<file path="src/rtl/aasu_pkg.sv">
// Package for the accumulator add/saturate unit: widths, bit positions, limits, op codes.
// Assumes a single core instruction clock and one instruction per cycle.
package aasu_pkg;
   localparam int ACC_W = 40;
   // ===============================================
   // Register offsets (word index on the plain port)
   localparam logic [3:0] OFF_STATUS  = 4'h0;
   localparam logic [3:0] OFF_CONFIG  = 4'h1;
   localparam logic [3:0] OFF_TRAPCTL = 4'h2;
   localparam logic [3:0] OFF_WBPTR   = 4'h3;
   localparam logic [3:0] OFF_AL      = 4'h4;
   localparam logic [3:0] OFF_AH      = 4'h5;
   localparam logic [3:0] OFF_AU      = 4'h6;
   localparam logic [3:0] OFF_BL      = 4'h7;
   localparam logic [3:0] OFF_BH      = 4'h8;
   localparam logic [3:0] OFF_BU      = 4'h9;
   // ===============================================
   // Status word bits
   localparam int ST_OA  = 15;
   localparam int ST_OB  = 14;
   localparam int ST_SA  = 13;
   localparam int ST_SB  = 12;
   localparam int ST_OAB = 11;
   localparam int ST_SAB = 10;
   // Config word bits
   localparam int CF_RND    = 1;
   localparam int CF_ACCSW  = 4;
   localparam int CF_STSAT  = 5;
   localparam int CF_ACC_B_SAT_ENABLE   = 6;
   localparam int CF_ACC_A_SAT_ENABLE   = 7;
   localparam logic [15:0] CONFIG_RST = 16'h0020;
   // Trap control bits
   localparam int TC_COV = 8;
   localparam int TC_OVB = 9;
   localparam int TC_OVA = 10;
   // ===============================================
   // Limits
   localparam logic [39:0] MAX40 = 40'h7f_ffff_ffff;
   localparam logic [39:0] MIN40 = 40'h80_0000_0000;
   localparam logic [39:0] MAX32 = 40'h00_7fff_ffff;
   localparam logic [39:0] MIN32 = 40'hff_8000_0000;
   localparam logic [15:0] MAX16 = 16'h7fff;
   localparam logic [15:0] MIN16 = 16'h8000;
   localparam logic [15:0] HALF  = 16'h8000;
   localparam logic [15:0] WB_STEP = 16'h0002;
   // ===============================================
   typedef enum logic [2:0] {
      OP_NONE, OP_MAC, OP_MSC, OP_MPY, OP_MPYN, OP_ADD, OP_LAC, OP_SAC
   } aasu_op_t;
   typedef enum logic [1:0] {WB_NONE, WB_DIRECT, WB_INDIRECT} aasu_wb_t;
   typedef struct packed {
      aasu_op_t    op;
      logic        tgt_b;      // Target accumulator is B
      logic        prod_signed;
      logic [31:0] product;
      logic [15:0] xdata;      // Operand for add/load
      logic        use_shift;
      logic signed [5:0] shift; // Positive right, negative left
      logic        sac_round;
      aasu_wb_t    wb;
   } aasu_cmd_t;
endpackage

</file>
<file path="src/rtl/aasu_top.sv">
// Accumulator adder/subtractor with saturation, status flags, traps, store and write back.
// Assumes commands arrive one per clock from core decode; register port is synchronous.
// What this block does
// RULE1: 40-bit add/sub with A or B source/destination; signed product sign-extended.
// RULE2: Add and load operands optionally scaled by barrel shifter.
// RULE3: Operand negation for multiply-subtract and multiply-negate, operands untouched.
// RULE4: Read-only guard-overflow flags per accumulator, updated on each pass.
// RULE5: Combined overflow bit ORs guard flags; combined saturation ORs saturation flags.
// RULE6: Saturation flags sticky; clearing combined bit clears both.
// RULE7: Saturation flag set when result exceeds bit 31 or bit 39 range.
// RULE8: Guard overflow with its trap enable (bits 10, 9) raises trap.
// RULE9: Without saturation, saturation flag with catastrophic enable bit 8 raises trap.
// RULE10: 40-bit mode clamps to 0x7FFFFFFFFF or 0x8000000000 and flags.
// RULE11: Bit 4 selects 40/32-bit; bits 7 and 6 enable A and B saturation.
// RULE12: 32-bit mode clamps to 0x007FFFFFFF/0xFF80000000; with saturation on, guard flags never set.
// RULE13: Without saturation the accumulator wraps up to bit 39.
// RULE14: Mapped register writes leave accumulator status; general flags still update.
// RULE15: Store saturation enabled by bit 5, set at reset; source unchanged.
// RULE16: Store scales, then rounds for rounded variant, then saturates to 16 bits.
// RULE17: Store clamps above 0x007FFF to 0x7FFF, below 0xFF8000 to 0x8000.
// RULE18: Multiply-accumulate/subtract optionally write back rounded other accumulator.
// RULE19: Direct write back puts rounded 1.15 value into pointer register.
// RULE20: Indirect write back stores at pointer address, then pointer plus 2.
// RULE21: Each accumulator mapped as low, high and upper-byte words.
// RULE22: Rounding mode picks conventional or convergent (tie uses bit 16).
// RULE23: Flags and traps update in the same cycle as the result.
`timescale 1ns/100ps
`default_nettype none
module aasu_top
   import aasu_pkg::*;
(
   input  wire logic                clk,
   input  wire logic                rst_n,
   input  wire aasu_pkg::aasu_cmd_t cmd,
   input  wire logic [3:0]          reg_addr,
   input  wire logic [15:0]         reg_wdata,
   input  wire logic                reg_wr,
   input  wire logic                reg_rd,
   output logic [15:0]              reg_rdata,
   output logic                     arith_trap,
   output logic                     xbus_wr,
   output logic [15:0]              xbus_addr,
   output logic [15:0]              xbus_wdata,
   output logic                     general_overflow_flag,
   output logic                     digit_carry_flag
);
   import aasu_pkg::*;

   // ===============================================
   // State
   logic [39:0] accumulator_a_q, accumulator_b_q;
   logic        acc_a_guard_overflow_q, acc_b_guard_overflow_q;
   logic        acc_a_saturated_q, acc_b_saturated_q;
   logic [15:0] core_config_word_q, trap_control_word_q, writeback_pointer_reg_q;
   logic [15:0] reg_rdata_q;
   logic        trap_q, xwr_q, ov_q, dc_q;
   logic [15:0] xaddr_q, xdata_q;

   // ===============================================
   // Barrel shifter (40 bits wide)
   function automatic logic [39:0] bshift(input logic [39:0] v, input logic signed [5:0] s);
      logic [5:0] m;
      m = s[5] ? 6'(-s) : 6'(s);
      bshift = s[5] ? (v << m) : 40'($signed(v) >>> m);
   endfunction

   // Round a 40-bit value to its 1.15 high word [RULE22]
   function automatic logic [39:0] rnd(input logic [39:0] v, input logic conv);
      logic up;
      up = conv ? ((v[15:0] > HALF) || (v[15:0] == HALF && v[16]))
                : (v[15:0] >= HALF);
      rnd = v + (up ? 40'h00_0001_0000 : 40'h00_0000_0000);
   endfunction

   // ===============================================
   // Datapath decode
   wire        is_mac   = (cmd.op == OP_MAC);
   wire        is_msc   = (cmd.op == OP_MSC);
   wire        is_mpy   = (cmd.op == OP_MPY) || (cmd.op == OP_MPYN);
   wire        is_add   = (cmd.op == OP_ADD);
   wire        is_lac   = (cmd.op == OP_LAC);
   wire        is_sac   = (cmd.op == OP_SAC);
   wire        acc_op   = is_mac | is_msc | is_mpy | is_add | is_lac;
   wire [39:0] src_acc  = cmd.tgt_b ? accumulator_b_q : accumulator_a_q;  // [RULE1]
   wire [39:0] oth_acc  = cmd.tgt_b ? accumulator_a_q : accumulator_b_q;
   wire [39:0] prod_ext = cmd.prod_signed ? {{8{cmd.product[31]}}, cmd.product}
                                          : {8'h00, cmd.product};        // [RULE1]
   wire [39:0] x_ext    = {{8{cmd.xdata[15]}}, cmd.xdata, 16'h0000};
   wire [39:0] x_sc     = cmd.use_shift ? bshift(x_ext, cmd.shift) : x_ext; // [RULE2]
   wire [39:0] opnd     = (is_add | is_lac) ? x_sc : prod_ext;
   wire        negate   = is_msc | (cmd.op == OP_MPYN);                   // [RULE3]
   wire [39:0] base     = (is_mpy | is_lac) ? 40'h00_0000_0000 : src_acc;
   wire [40:0] sum      = negate ? ({base[39], base} - {opnd[39], opnd})
                                 : ({base[39], base} + {opnd[39], opnd});
   wire        ovf39    = sum[40] ^ sum[39];
   wire        guard_ov = ~(&sum[39:31] | ~|sum[39:31]);
   wire        ovf31    = ovf39 | guard_ov;
   wire        sat_en   = cmd.tgt_b ? core_config_word_q[CF_ACC_B_SAT_ENABLE]
                                    : core_config_word_q[CF_ACC_A_SAT_ENABLE];       // [RULE11]
   wire        w40      = core_config_word_q[CF_ACCSW];
   wire        exceed   = w40 ? ovf39 : ovf31;                           // [RULE7]
   wire [39:0] clamp    = w40 ? (sum[40] ? MIN40 : MAX40)                 // [RULE10]
                              : (sum[40] ? MIN32 : MAX32);                // [RULE12]
   // Without saturation the sum simply wraps into bit 39 [RULE13]
   wire [39:0] result   = (sat_en && exceed) ? clamp : sum[39:0];
   // In 32-bit mode with saturation, guard bits only sign-extend [RULE12]
   wire        gov_new  = (sat_en && !w40) ? 1'b0 : (result[39:31] != {9{result[39]}}) | ovf39;
   wire        sat_new  = exceed;
   wire        conv     = core_config_word_q[CF_RND];

   // Store path: scale, optionally round, then 16-bit clamp [RULE16]
   wire [39:0] st_sc    = bshift(src_acc, cmd.shift);
   wire [39:0] st_rn    = cmd.sac_round ? rnd(st_sc, conv) : st_sc;
   wire        st_hi    = !st_rn[39] && (st_rn[39:31] != 9'h000);
   wire        st_lo    = st_rn[39] && (st_rn[39:31] != 9'h1ff);
   wire [15:0] st_val   = !core_config_word_q[CF_STSAT] ? st_rn[31:16] :
                          st_hi ? MAX16 : st_lo ? MIN16 : st_rn[31:16];  // [RULE17]

   // Write back of the non-target accumulator, always rounded [RULE18]
   wire        wb_go    = (is_mac | is_msc) && (cmd.wb != WB_NONE);
   wire [39:0] wb_rn    = rnd(oth_acc, conv);
   wire [15:0] wb_val   = wb_rn[31:16];

   // ===============================================
   // Register port decode [RULE21]
   wire        wr_cfg  = reg_wr && reg_addr == OFF_CONFIG;
   wire        wr_trp  = reg_wr && reg_addr == OFF_TRAPCTL;
   wire        wr_ptr  = reg_wr && reg_addr == OFF_WBPTR;
   wire        wr_st   = reg_wr && reg_addr == OFF_STATUS;
   wire        wr_a    = reg_wr && (reg_addr == OFF_AL || reg_addr == OFF_AH ||
                                    reg_addr == OFF_AU);
   wire        wr_b    = reg_wr && (reg_addr == OFF_BL || reg_addr == OFF_BH ||
                                    reg_addr == OFF_BU);
   // Clearing the combined bit clears both saturation flags [RULE6]
   wire        clr_sat = wr_st && !reg_wdata[ST_SAB];

   function automatic logic [39:0] mapw(input logic [39:0] a, input logic [3:0] ad,
                                        input logic [15:0] d, input logic [3:0] lo);
      mapw = a;
      if (ad == lo) mapw[15:0] = d;
      else if (ad == lo + 4'h1) mapw[31:16] = d;
      else mapw[39:32] = d[7:0];
   endfunction

   wire        upd_a = acc_op && !cmd.tgt_b;
   wire        upd_b = acc_op && cmd.tgt_b;
   wire [39:0] a_d   = upd_a ? result
                     : wr_a ? mapw(accumulator_a_q, reg_addr, reg_wdata, OFF_AL)
                     : accumulator_a_q;                                  // [RULE15]
   wire [39:0] b_d   = upd_b ? result
                     : wr_b ? mapw(accumulator_b_q, reg_addr, reg_wdata, OFF_BL)
                     : accumulator_b_q;
   // Guard flags follow each pass; mapped writes leave them [RULE4] [RULE14]
   wire        oa_d  = upd_a ? gov_new : acc_a_guard_overflow_q;
   wire        ob_d  = upd_b ? gov_new : acc_b_guard_overflow_q;
   // Hardware set wins over software clear [RULE6]
   wire        sa_d  = (upd_a & sat_new) | (acc_a_saturated_q & ~clr_sat);
   wire        sb_d  = (upd_b & sat_new) | (acc_b_saturated_q & ~clr_sat);
   // Traps in the same cycle as the result [RULE23]
   wire        trap_d = (upd_a & gov_new & trap_control_word_q[TC_OVA])      // [RULE8]
                      | (upd_b & gov_new & trap_control_word_q[TC_OVB])
                      | (acc_op & sat_new & ~sat_en & trap_control_word_q[TC_COV]); // [RULE9]
   // Mapped writes update the general flags from the written word [RULE14]
   wire        ovf_d  = (wr_a | wr_b) ? reg_wdata[15] : ov_q;
   wire        dcf_d  = (wr_a | wr_b) ? reg_wdata[4] : dc_q;
   wire [15:0] ptr_d  = (wb_go && cmd.wb == WB_DIRECT) ? wb_val               // [RULE19]
                      : (wb_go && cmd.wb == WB_INDIRECT) ? writeback_pointer_reg_q + WB_STEP
                      : wr_ptr ? reg_wdata : writeback_pointer_reg_q;     // [RULE20]
   wire        xwr_d  = is_sac | (wb_go && cmd.wb == WB_INDIRECT);
   wire [15:0] xad_d  = writeback_pointer_reg_q;
   wire [15:0] xdt_d  = is_sac ? st_val : wb_val;

   wire [15:0] status_w = {acc_a_guard_overflow_q, acc_b_guard_overflow_q,
                           acc_a_saturated_q, acc_b_saturated_q,
                           acc_a_guard_overflow_q | acc_b_guard_overflow_q,   // [RULE5]
                           acc_a_saturated_q | acc_b_saturated_q, 10'h000};
   logic [15:0] rd_mux;
   always_comb begin
      unique case (reg_addr)
         OFF_STATUS:  rd_mux = status_w;
         OFF_CONFIG:  rd_mux = core_config_word_q;
         OFF_TRAPCTL: rd_mux = trap_control_word_q;
         OFF_WBPTR:   rd_mux = writeback_pointer_reg_q;
         OFF_AL:      rd_mux = accumulator_a_q[15:0];
         OFF_AH:      rd_mux = accumulator_a_q[31:16];
         OFF_AU:      rd_mux = {{8{accumulator_a_q[39]}}, accumulator_a_q[39:32]};
         OFF_BL:      rd_mux = accumulator_b_q[15:0];
         OFF_BH:      rd_mux = accumulator_b_q[31:16];
         OFF_BU:      rd_mux = {{8{accumulator_b_q[39]}}, accumulator_b_q[39:32]};
         default:     rd_mux = 16'h0000;
      endcase
   end

   // ===============================================
   // Registers
   always_ff @(posedge clk or negedge rst_n) begin
      if (!rst_n) begin
         accumulator_a_q         <= 40'h00_0000_0000;
         accumulator_b_q         <= 40'h00_0000_0000;
         acc_a_guard_overflow_q  <= 1'b0;
         acc_b_guard_overflow_q  <= 1'b0;
         acc_a_saturated_q       <= 1'b0;
         acc_b_saturated_q       <= 1'b0;
         core_config_word_q      <= CONFIG_RST;                            // [RULE15]
         trap_control_word_q     <= 16'h0000;
         writeback_pointer_reg_q <= 16'h0000;
         reg_rdata_q             <= 16'h0000;
         trap_q                  <= 1'b0;
         xwr_q                   <= 1'b0;
         xaddr_q                 <= 16'h0000;
         xdata_q                 <= 16'h0000;
         ov_q                    <= 1'b0;
         dc_q                    <= 1'b0;
      end else begin
         accumulator_a_q         <= a_d;
         accumulator_b_q         <= b_d;
         acc_a_guard_overflow_q  <= oa_d;
         acc_b_guard_overflow_q  <= ob_d;
         acc_a_saturated_q       <= sa_d;
         acc_b_saturated_q       <= sb_d;
         if (wr_cfg) core_config_word_q <= reg_wdata;
         if (wr_trp) trap_control_word_q <= reg_wdata;
         writeback_pointer_reg_q <= ptr_d;
         reg_rdata_q             <= reg_rd ? rd_mux : 16'h0000;
         trap_q                  <= trap_d;
         xwr_q                   <= xwr_d;
         xaddr_q                 <= xad_d;
         xdata_q                 <= xdt_d;
         ov_q                    <= ovf_d;
         dc_q                    <= dcf_d;
      end
   end

   assign reg_rdata             = reg_rdata_q;
   assign arith_trap            = trap_q;
   assign xbus_wr               = xwr_q;
   assign xbus_addr             = xaddr_q;
   assign xbus_wdata            = xdata_q;
   assign general_overflow_flag = ov_q;
   assign digit_carry_flag      = dc_q;

   // ===============================================
   // Checks
   AST_SAT_A_STICKY: assert property (@(posedge clk) disable iff (!rst_n)
      acc_a_saturated_q && !clr_sat |=> acc_a_saturated_q)
      else $error("sat A flag dropped"); // [RULE6]
   AST_SAB_CLEAR: assert property (@(posedge clk) disable iff (!rst_n)
      clr_sat && !(acc_op && sat_new) |=> !acc_a_saturated_q && !acc_b_saturated_q)
      else $error("combined clear failed"); // [RULE6]
   AST_SAT40_MAX: assert property (@(posedge clk) disable iff (!rst_n)
      upd_a && sat_en && w40 && ovf39 && !sum[40] |=> accumulator_a_q == MAX40)
      else $error("40-bit clamp wrong"); // [RULE10]
   AST_SAT32_MIN: assert property (@(posedge clk) disable iff (!rst_n)
      upd_b && sat_en && !w40 && ovf31 && sum[40] |=> accumulator_b_q == MIN32)
      else $error("32-bit clamp wrong"); // [RULE12]
   AST_GUARD32: assert property (@(posedge clk) disable iff (!rst_n)
      upd_a && sat_en && !w40 |=> !acc_a_guard_overflow_q)
      else $error("guard flag in 32-bit mode"); // [RULE12]
   AST_TRAP_OVA: assert property (@(posedge clk) disable iff (!rst_n)
      upd_a && gov_new && trap_control_word_q[TC_OVA] |=> arith_trap)
      else $error("missing overflow trap"); // [RULE8]
   AST_MAP_KEEPS: assert property (@(posedge clk) disable iff (!rst_n)
      wr_a && !acc_op |=> $stable(acc_a_guard_overflow_q))
      else $error("mapped write moved status"); // [RULE14]
   AST_PTR_STEP: assert property (@(posedge clk) disable iff (!rst_n)
      wb_go && cmd.wb == WB_INDIRECT |=>
      writeback_pointer_reg_q == $past(writeback_pointer_reg_q) + WB_STEP)
      else $error("pointer step wrong"); // [RULE20]
   AST_STORE_MAX: assert property (@(posedge clk) disable iff (!rst_n)
      is_sac && core_config_word_q[CF_STSAT] && st_hi |=> xbus_wr && xbus_wdata == MAX16)
      else $error("store clamp wrong"); // [RULE17]
endmodule
`default_nettype wire

</file>
<file path="config.mk">
export PLATFORM = sky130hd
export DESIGN_NAME = aasu_top
export DESIGN_NICKNAME = d
export VERILOG_FILES = /design/src/rtl/aasu_pkg.sv /design/src/rtl/aasu_top.sv
export SDC_FILE = /design/constraint.sdc
export NUM_CORES = 1
export LEC_CHECK = 0
export BUFFER_PORTS_ARGS = -buffer_cell sky130_fd_sc_hd__buf_2
export CAP_MARGIN = 20
export CORE_MARGIN = 4
export CORE_UTILIZATION = 64
export DETAILED_ROUTE_END_ITERATION = 6
export PLACE_DENSITY = 0.89
export SLEW_MARGIN = 20
export SYNTH_ARGS = -nofsm -noshare
export SYNTH_HDL_FRONTEND = slang
export SYNTH_SLANG_ARGS = --single-unit
</file>
<file path="constraint.sdc">
create_clock -name clk -period 6.43 [get_ports clk]
set_input_delay 0 -clock clk [delete_from_list [all_inputs] [get_ports clk]]
set_output_delay 0 -clock clk [all_outputs]
set_load 0.005 [all_outputs]
</file>
==> results.md, run 1 <==
* Error: [ERROR GRT-0232] Routing congestion too high. Check the congestion heatmap in the GUI.
* H-tree levels at 4
* Outcome: did not finish
* Post-synthesis sequential element count at 184
* Post-GRT worst EP: accumulator_b_q[13]$_DFFE_PN0P_/D
* Synth top area share at 20.1%
* Tot GR Track Use at 87.2%
* Unique masters post-synth at 107
* Synth async-reset ratio at 100%
* Number of flops mapped to enable cells by yosys at 0
* Dpl hpwl at 78600 µm
* Area leader, netlist: dfrtp_1
* Worst ep type: sequential cell input
* Placed Cells incl. Taps at 3581
* Row cnt at 68
* Stop stage: global routing
* Post-Syn Nets at 2937
* Clock root buffer: clkbuf_16
* Cell count after synthesis at 2802
* Synth Area in XOR/XNOR at 4.78%
* Die height at 197 µm
* Seq/Total Area, Yosys at 20.2%
* Port buffer count at 138
* Main synth FF type: dfrtp_1
* Total CTS buffers at 17
* Synth cell count leaders: 282 x nor2_1, 252 x nand2_1, 242 x mux2i_1
* Sink Count at 184
* Top Ports at 139
* Synthesized area at 22800 µm²
* RD Place Congestion at 1.33
* Post-Synth Simple-Gate Area at 19.3%
* Ys Warns at 0
* Largest family of logic cells by synthesized area: compound AO/OA/AOI/OAI gates
* Complex-gate fraction of the synthesized area at 25.5%
* Largest net degree at the start of global routing at 99
* Mean Syn Cell Area at 8.12 µm²
* Total gr overflow at 539
* Largest cells by area after synthesis: dfrtp_1 20%, mux2i_1 11%, mux2_2 5.6%, mux4_2 5.5%, nor2_1 4.7%
* Clock Path Buffers at 2
* Starting Density at 65.4%
* Post-Synth Adder-Cell Area at 2.67%
* Mux contribution to synthesized area at 22.0%
* Die W at 197 µm
* Top-count cell post-synth: nor2_1
-- kinds of logic after synthesis --
| group | Yosys count |
|---|---|
| adders and majority gates | 48 |
| buffers and inverters | 274 |
| xor gates and xnor gates | 122 |
| AOI/OAI and AO/OA | 840 |
| DFF | 184 |
| muxes | 415 |
| and+or+nand+nor | 919 |
-- metrics by stage --
step / area [µm²] / setup slack (ps)
global placement: 26400 / -624
detailed placement: 26400 / -990
CTS: 27900 / -128
floorplan: 23000 / -1140
-- metal layers --
metal	GRT overflow	GRT usage [%]
met5	12	65.2
met2	243	95.2
met1	62	85.3
met4	156	86.0
met3	66	83.5
-- repair_timing --
action,CTS
hold buffers,10
pin swaps,38
gates cloned,7
setup buffers,20
gates resized for setup,106
setup endpoints to repair,83
hold endpoints to repair,113
==> inputs of run 2 (changes only) <==
CORE_UTILIZATION = 40   (was 64)
PLACE_DENSITY = default   (was 0.89)
PLACE_DENSITY_LB_ADDON = 0.15   (was default)
==> run 2 against run 1 <==
The flow now finishes, with violations (design-rule violations, negative hold slack, negative setup slack); area after synthesis unchanged; synthesized cell count is the same.
==> results.md, run 2 <==
* Crit path arrival time at 7000 ps
* Dpl hpwl at 94500 µm (was 78600 µm)
* Largest cells by area after synthesis: dfrtp_1 20%, mux2i_1 11%, mux2_2 5.6%, mux4_2 5.5%, nor2_1 4.7% (unchanged)
* Leakage at 12.9 nW
* Sink Count at 184 (unchanged)
* RSZ-0062 raised after global routing: yes
* Initial antenna violation count at 7
* Register area at 4610 µm²
* Grt met3 use at 12.5%
* Fin nets at 3447
* Largest stage delay, worst path at 530 ps
* First-pass GRT wire length at 172000 µm
* Period utilization at 103%
* Starting Density at 40.4% (was 65.4%)
* Crit Path Category: input pin to register
* Fin. max-slew vios at 0
* Area grow syn2layout at 29.3%
* Clock Path Buffers at 2 (unchanged)
* Cell count after synthesis at 2802 (unchanged)
* Routed len/inst at 29.6 µm
* Outcome: finished with violations (was did not finish)
* Clock transition at path regs at 80 ps
* Internal power at 0.00588 W
* Final Skew at 14.4 ps
* Die height at 247 µm (was 197 µm)
* Synth async-reset ratio at 100% (unchanged)
* Worst-Skew Late Latency at 460 ps
* RD Place Congestion at 1.06 (was 1.33)
* Pwr Density at 409 nW/µm²
* Design area at 29400 µm²
* Die W at 247 µm (was 197 µm)
* Critical path's slowest cell: or4_1
* Crit path time final at 6600 ps
* Synth cell count leaders: 282 x nor2_1, 252 x nand2_1, 242 x mux2i_1 (unchanged)
* Main synth FF type: dfrtp_1 (unchanged)
* Number of flops mapped to enable cells by yosys at 0 (unchanged)
* Final setup viols at 78
* Crit Path Max Fanout at 10
* ANT nets after route at 0
* CTS tree: yes
* CP required at 6830 ps
* Clk network pwr share at 9.2%
* H-tree levels at 4 (unchanged)
* R2r setup slk at 510 ps
* Synth top area share at 20.1% (unchanged)
* Synthesized area at 22800 µm² (unchanged)
* Core footprint at 56400 µm²
* DR vias at 26.9k
* Top Ports at 139 (unchanged)
* CP Launch Type: input pin
* Max Clk Rate at 0.152 GHz
* Area leader, netlist: dfrtp_1 (unchanged)
* Clock root buffer: clkbuf_16 (unchanged)
* Failing checks: design-rule violations, negative hold slack, negative setup slack
* Met1 Usage GRT at 49.8%
* Maxcap violations at 0
* Seq/Total Area, Yosys at 20.2% (unchanged)
* Largest net degree at the start of global routing at 116
* Unique masters post-synth at 107 (unchanged)
* Post-synthesis sequential element count at 184 (unchanged)
* WL final at 121000 µm
* Die area at 60800 µm²
* Most used routing layer: met2
* Share of layout cells above drive strength 1 at 32.2%
* Rel. slew slack at 28.0%
* Most used cell, CP: o21ai_2
* Pre-antenna DRT Iters at 7
* Hold Slack at -2.76 ps
* Ys Warns at 0 (unchanged)
* VDD IR max at 266 µV
* Fillers at 5473
* Row cnt at 87 (was 68)
* Setup crit end kind: register
* Pre-CTS setup slack at -1250 ps (was -990 ps)
* Total CTS buffers at 17 (unchanged)
* Final WS setup at -169 ps
* Area of the multi-input gates at 17600 µm²
* GRT met2 Usage at 57.7%
* # DRC at 1
* Logic pwr share at 70.2%
* Post-Syn Nets at 2937 (unchanged)
* Total gr overflow at 0
* Setup tns final at -8700 ps
* Final Hold Fails at 1
* Top-count cell post-synth: nor2_1 (unchanged)
* Tot GR Track Use at 38.0%
* DR vias/cell at 6.59
* Slew @ Worst Pin at 1080 ps
* Biggest regs: accumulator_a_q: 40 flops, accumulator_b_q: 40 flops
* Commonest non-fill, non-tap cell in the layout: buf_4
* Most frequent cells in the layout: 559 x buf_4, 277 x nor2_1, 250 x nand2_1
* Worst hold path class: input pin to register
* Vias in the first global route at 25.6k
* Initial DRC Count at 3621
* Switching share of power at 51.2%
* Port buffer count at 138 (unchanged)
* Dpl cell area at 27800 µm² (was 26400 µm²)
* Mean Syn Cell Area at 8.12 µm² (unchanged)
* Psw at 0.00616 W
* Sequential power share at 20.6%
## run 2: cells by family (layout without fill, tap and decap cells)
family	count (synthesis)	count (layout)	share of synthesized area, %
compound gates	840	840	25.5
flops	184	184	20.2
mux	415	416	22.0
simple gates	919	919	19.3
other cells	0	1	0
xor+xnor	122	122	4.78
fa+ha+maj	48	48	2.67
buf+inv	274	796	5.52
## run 2: worst paths after layout
check / from / endpoint / cells past startpoint
setup / recovery: cmd[4] / accumulator_a_q[7]$_DFFE_PN0P_ / 31
setup reg to reg: accumulator_a_q[21]$_DFFE_PN0P_ / xbus_wdata[10]$_DFF_PN0_ / 24
max in group asynchronous: rst_n / accumulator_b_q[15]$_DFFE_PN0P_ / 3
min in group asynchronous: rst_n / writeback_pointer_reg_q[15]$_DFFE_PN0P_ / 2
hold / removal: cmd[2] / xbus_wdata[1]$_DFF_PN0_ / 4
hold reg to reg: writeback_pointer_reg_q[0]$_DFFE_PN0P_ / xbus_addr[0]$_DFF_PN0_ / 0
## run 2: layout make-up
| type | instances | area share (%) |
|---|---|---|
| diodes | 1 | 0.00851 |
| clock buffers | 19 | 1.51 |
| multi-input cells | 2345 | 59.9 |
| inverters | 35 | 0.472 |
| clock inverters | 13 | 0.527 |
| well taps | 756 | 3.22 |
| repair buffers | 729 | 18.7 |
| flip-flops and latches | 184 | 15.7 |
## run 2: layer usage
layer	routed length [µm]	up-vias	share of wire, %
li1	-	11600	-
met1	48700	13200	40
met2	51900	1701	43
met3	13700	400	11
met4	6260	10	5.2
met5	115	-	0.095
## run 2: metrics by stage
stage,cells,hold WS (ps),util (%),total power [W]
after floorplan,2802,-296,-,0.00628
after global placement,4014,194,49.3,0.00994
after global routing,4081,20.9,52.2,0.0124
after CTS,4063,3.45,51.2,0.0113
final,4082,-2.76,52.2,0.0120
after detailed placement,4014,200,49.4,0.0100
## run 2: worst max-delay path: cells and delay by family
kind / cells / cell delay (ps)
and+or+nand+nor: 13 / 3550
AOI/OAI and AO/OA: 9 / 2010
adders and majority gates: 2 / 460
xor gates and xnor gates: 1 / 160
muxes: 1 / 160
buffers and inverters: 5 / 630
## run 2: timing repair
item                                   4_1_cts  5_1_grt
hold buffers                                 4        0
endpoints found under the hold margin      117        0
gates cloned                                 2        4
setup endpoints to repair                   83       99
gates resized for setup                     63       66
pin swaps                                   28       35
buffers inserted                            11       16
## run 2: power by group through the flow
stage	clock network [W]	registers [W]	logic, W
after floorplan	0	0.00190	0.00438
after global placement	0	0.00237	0.00757
after detailed placement	0	0.00239	0.00762
after CTS	0.00111	0.00237	0.00785
after global routing	0.00115	0.00244	0.00884
final	0.00111	0.00247	0.00845
No activity file was read; power rests on OpenSTA's default activity.
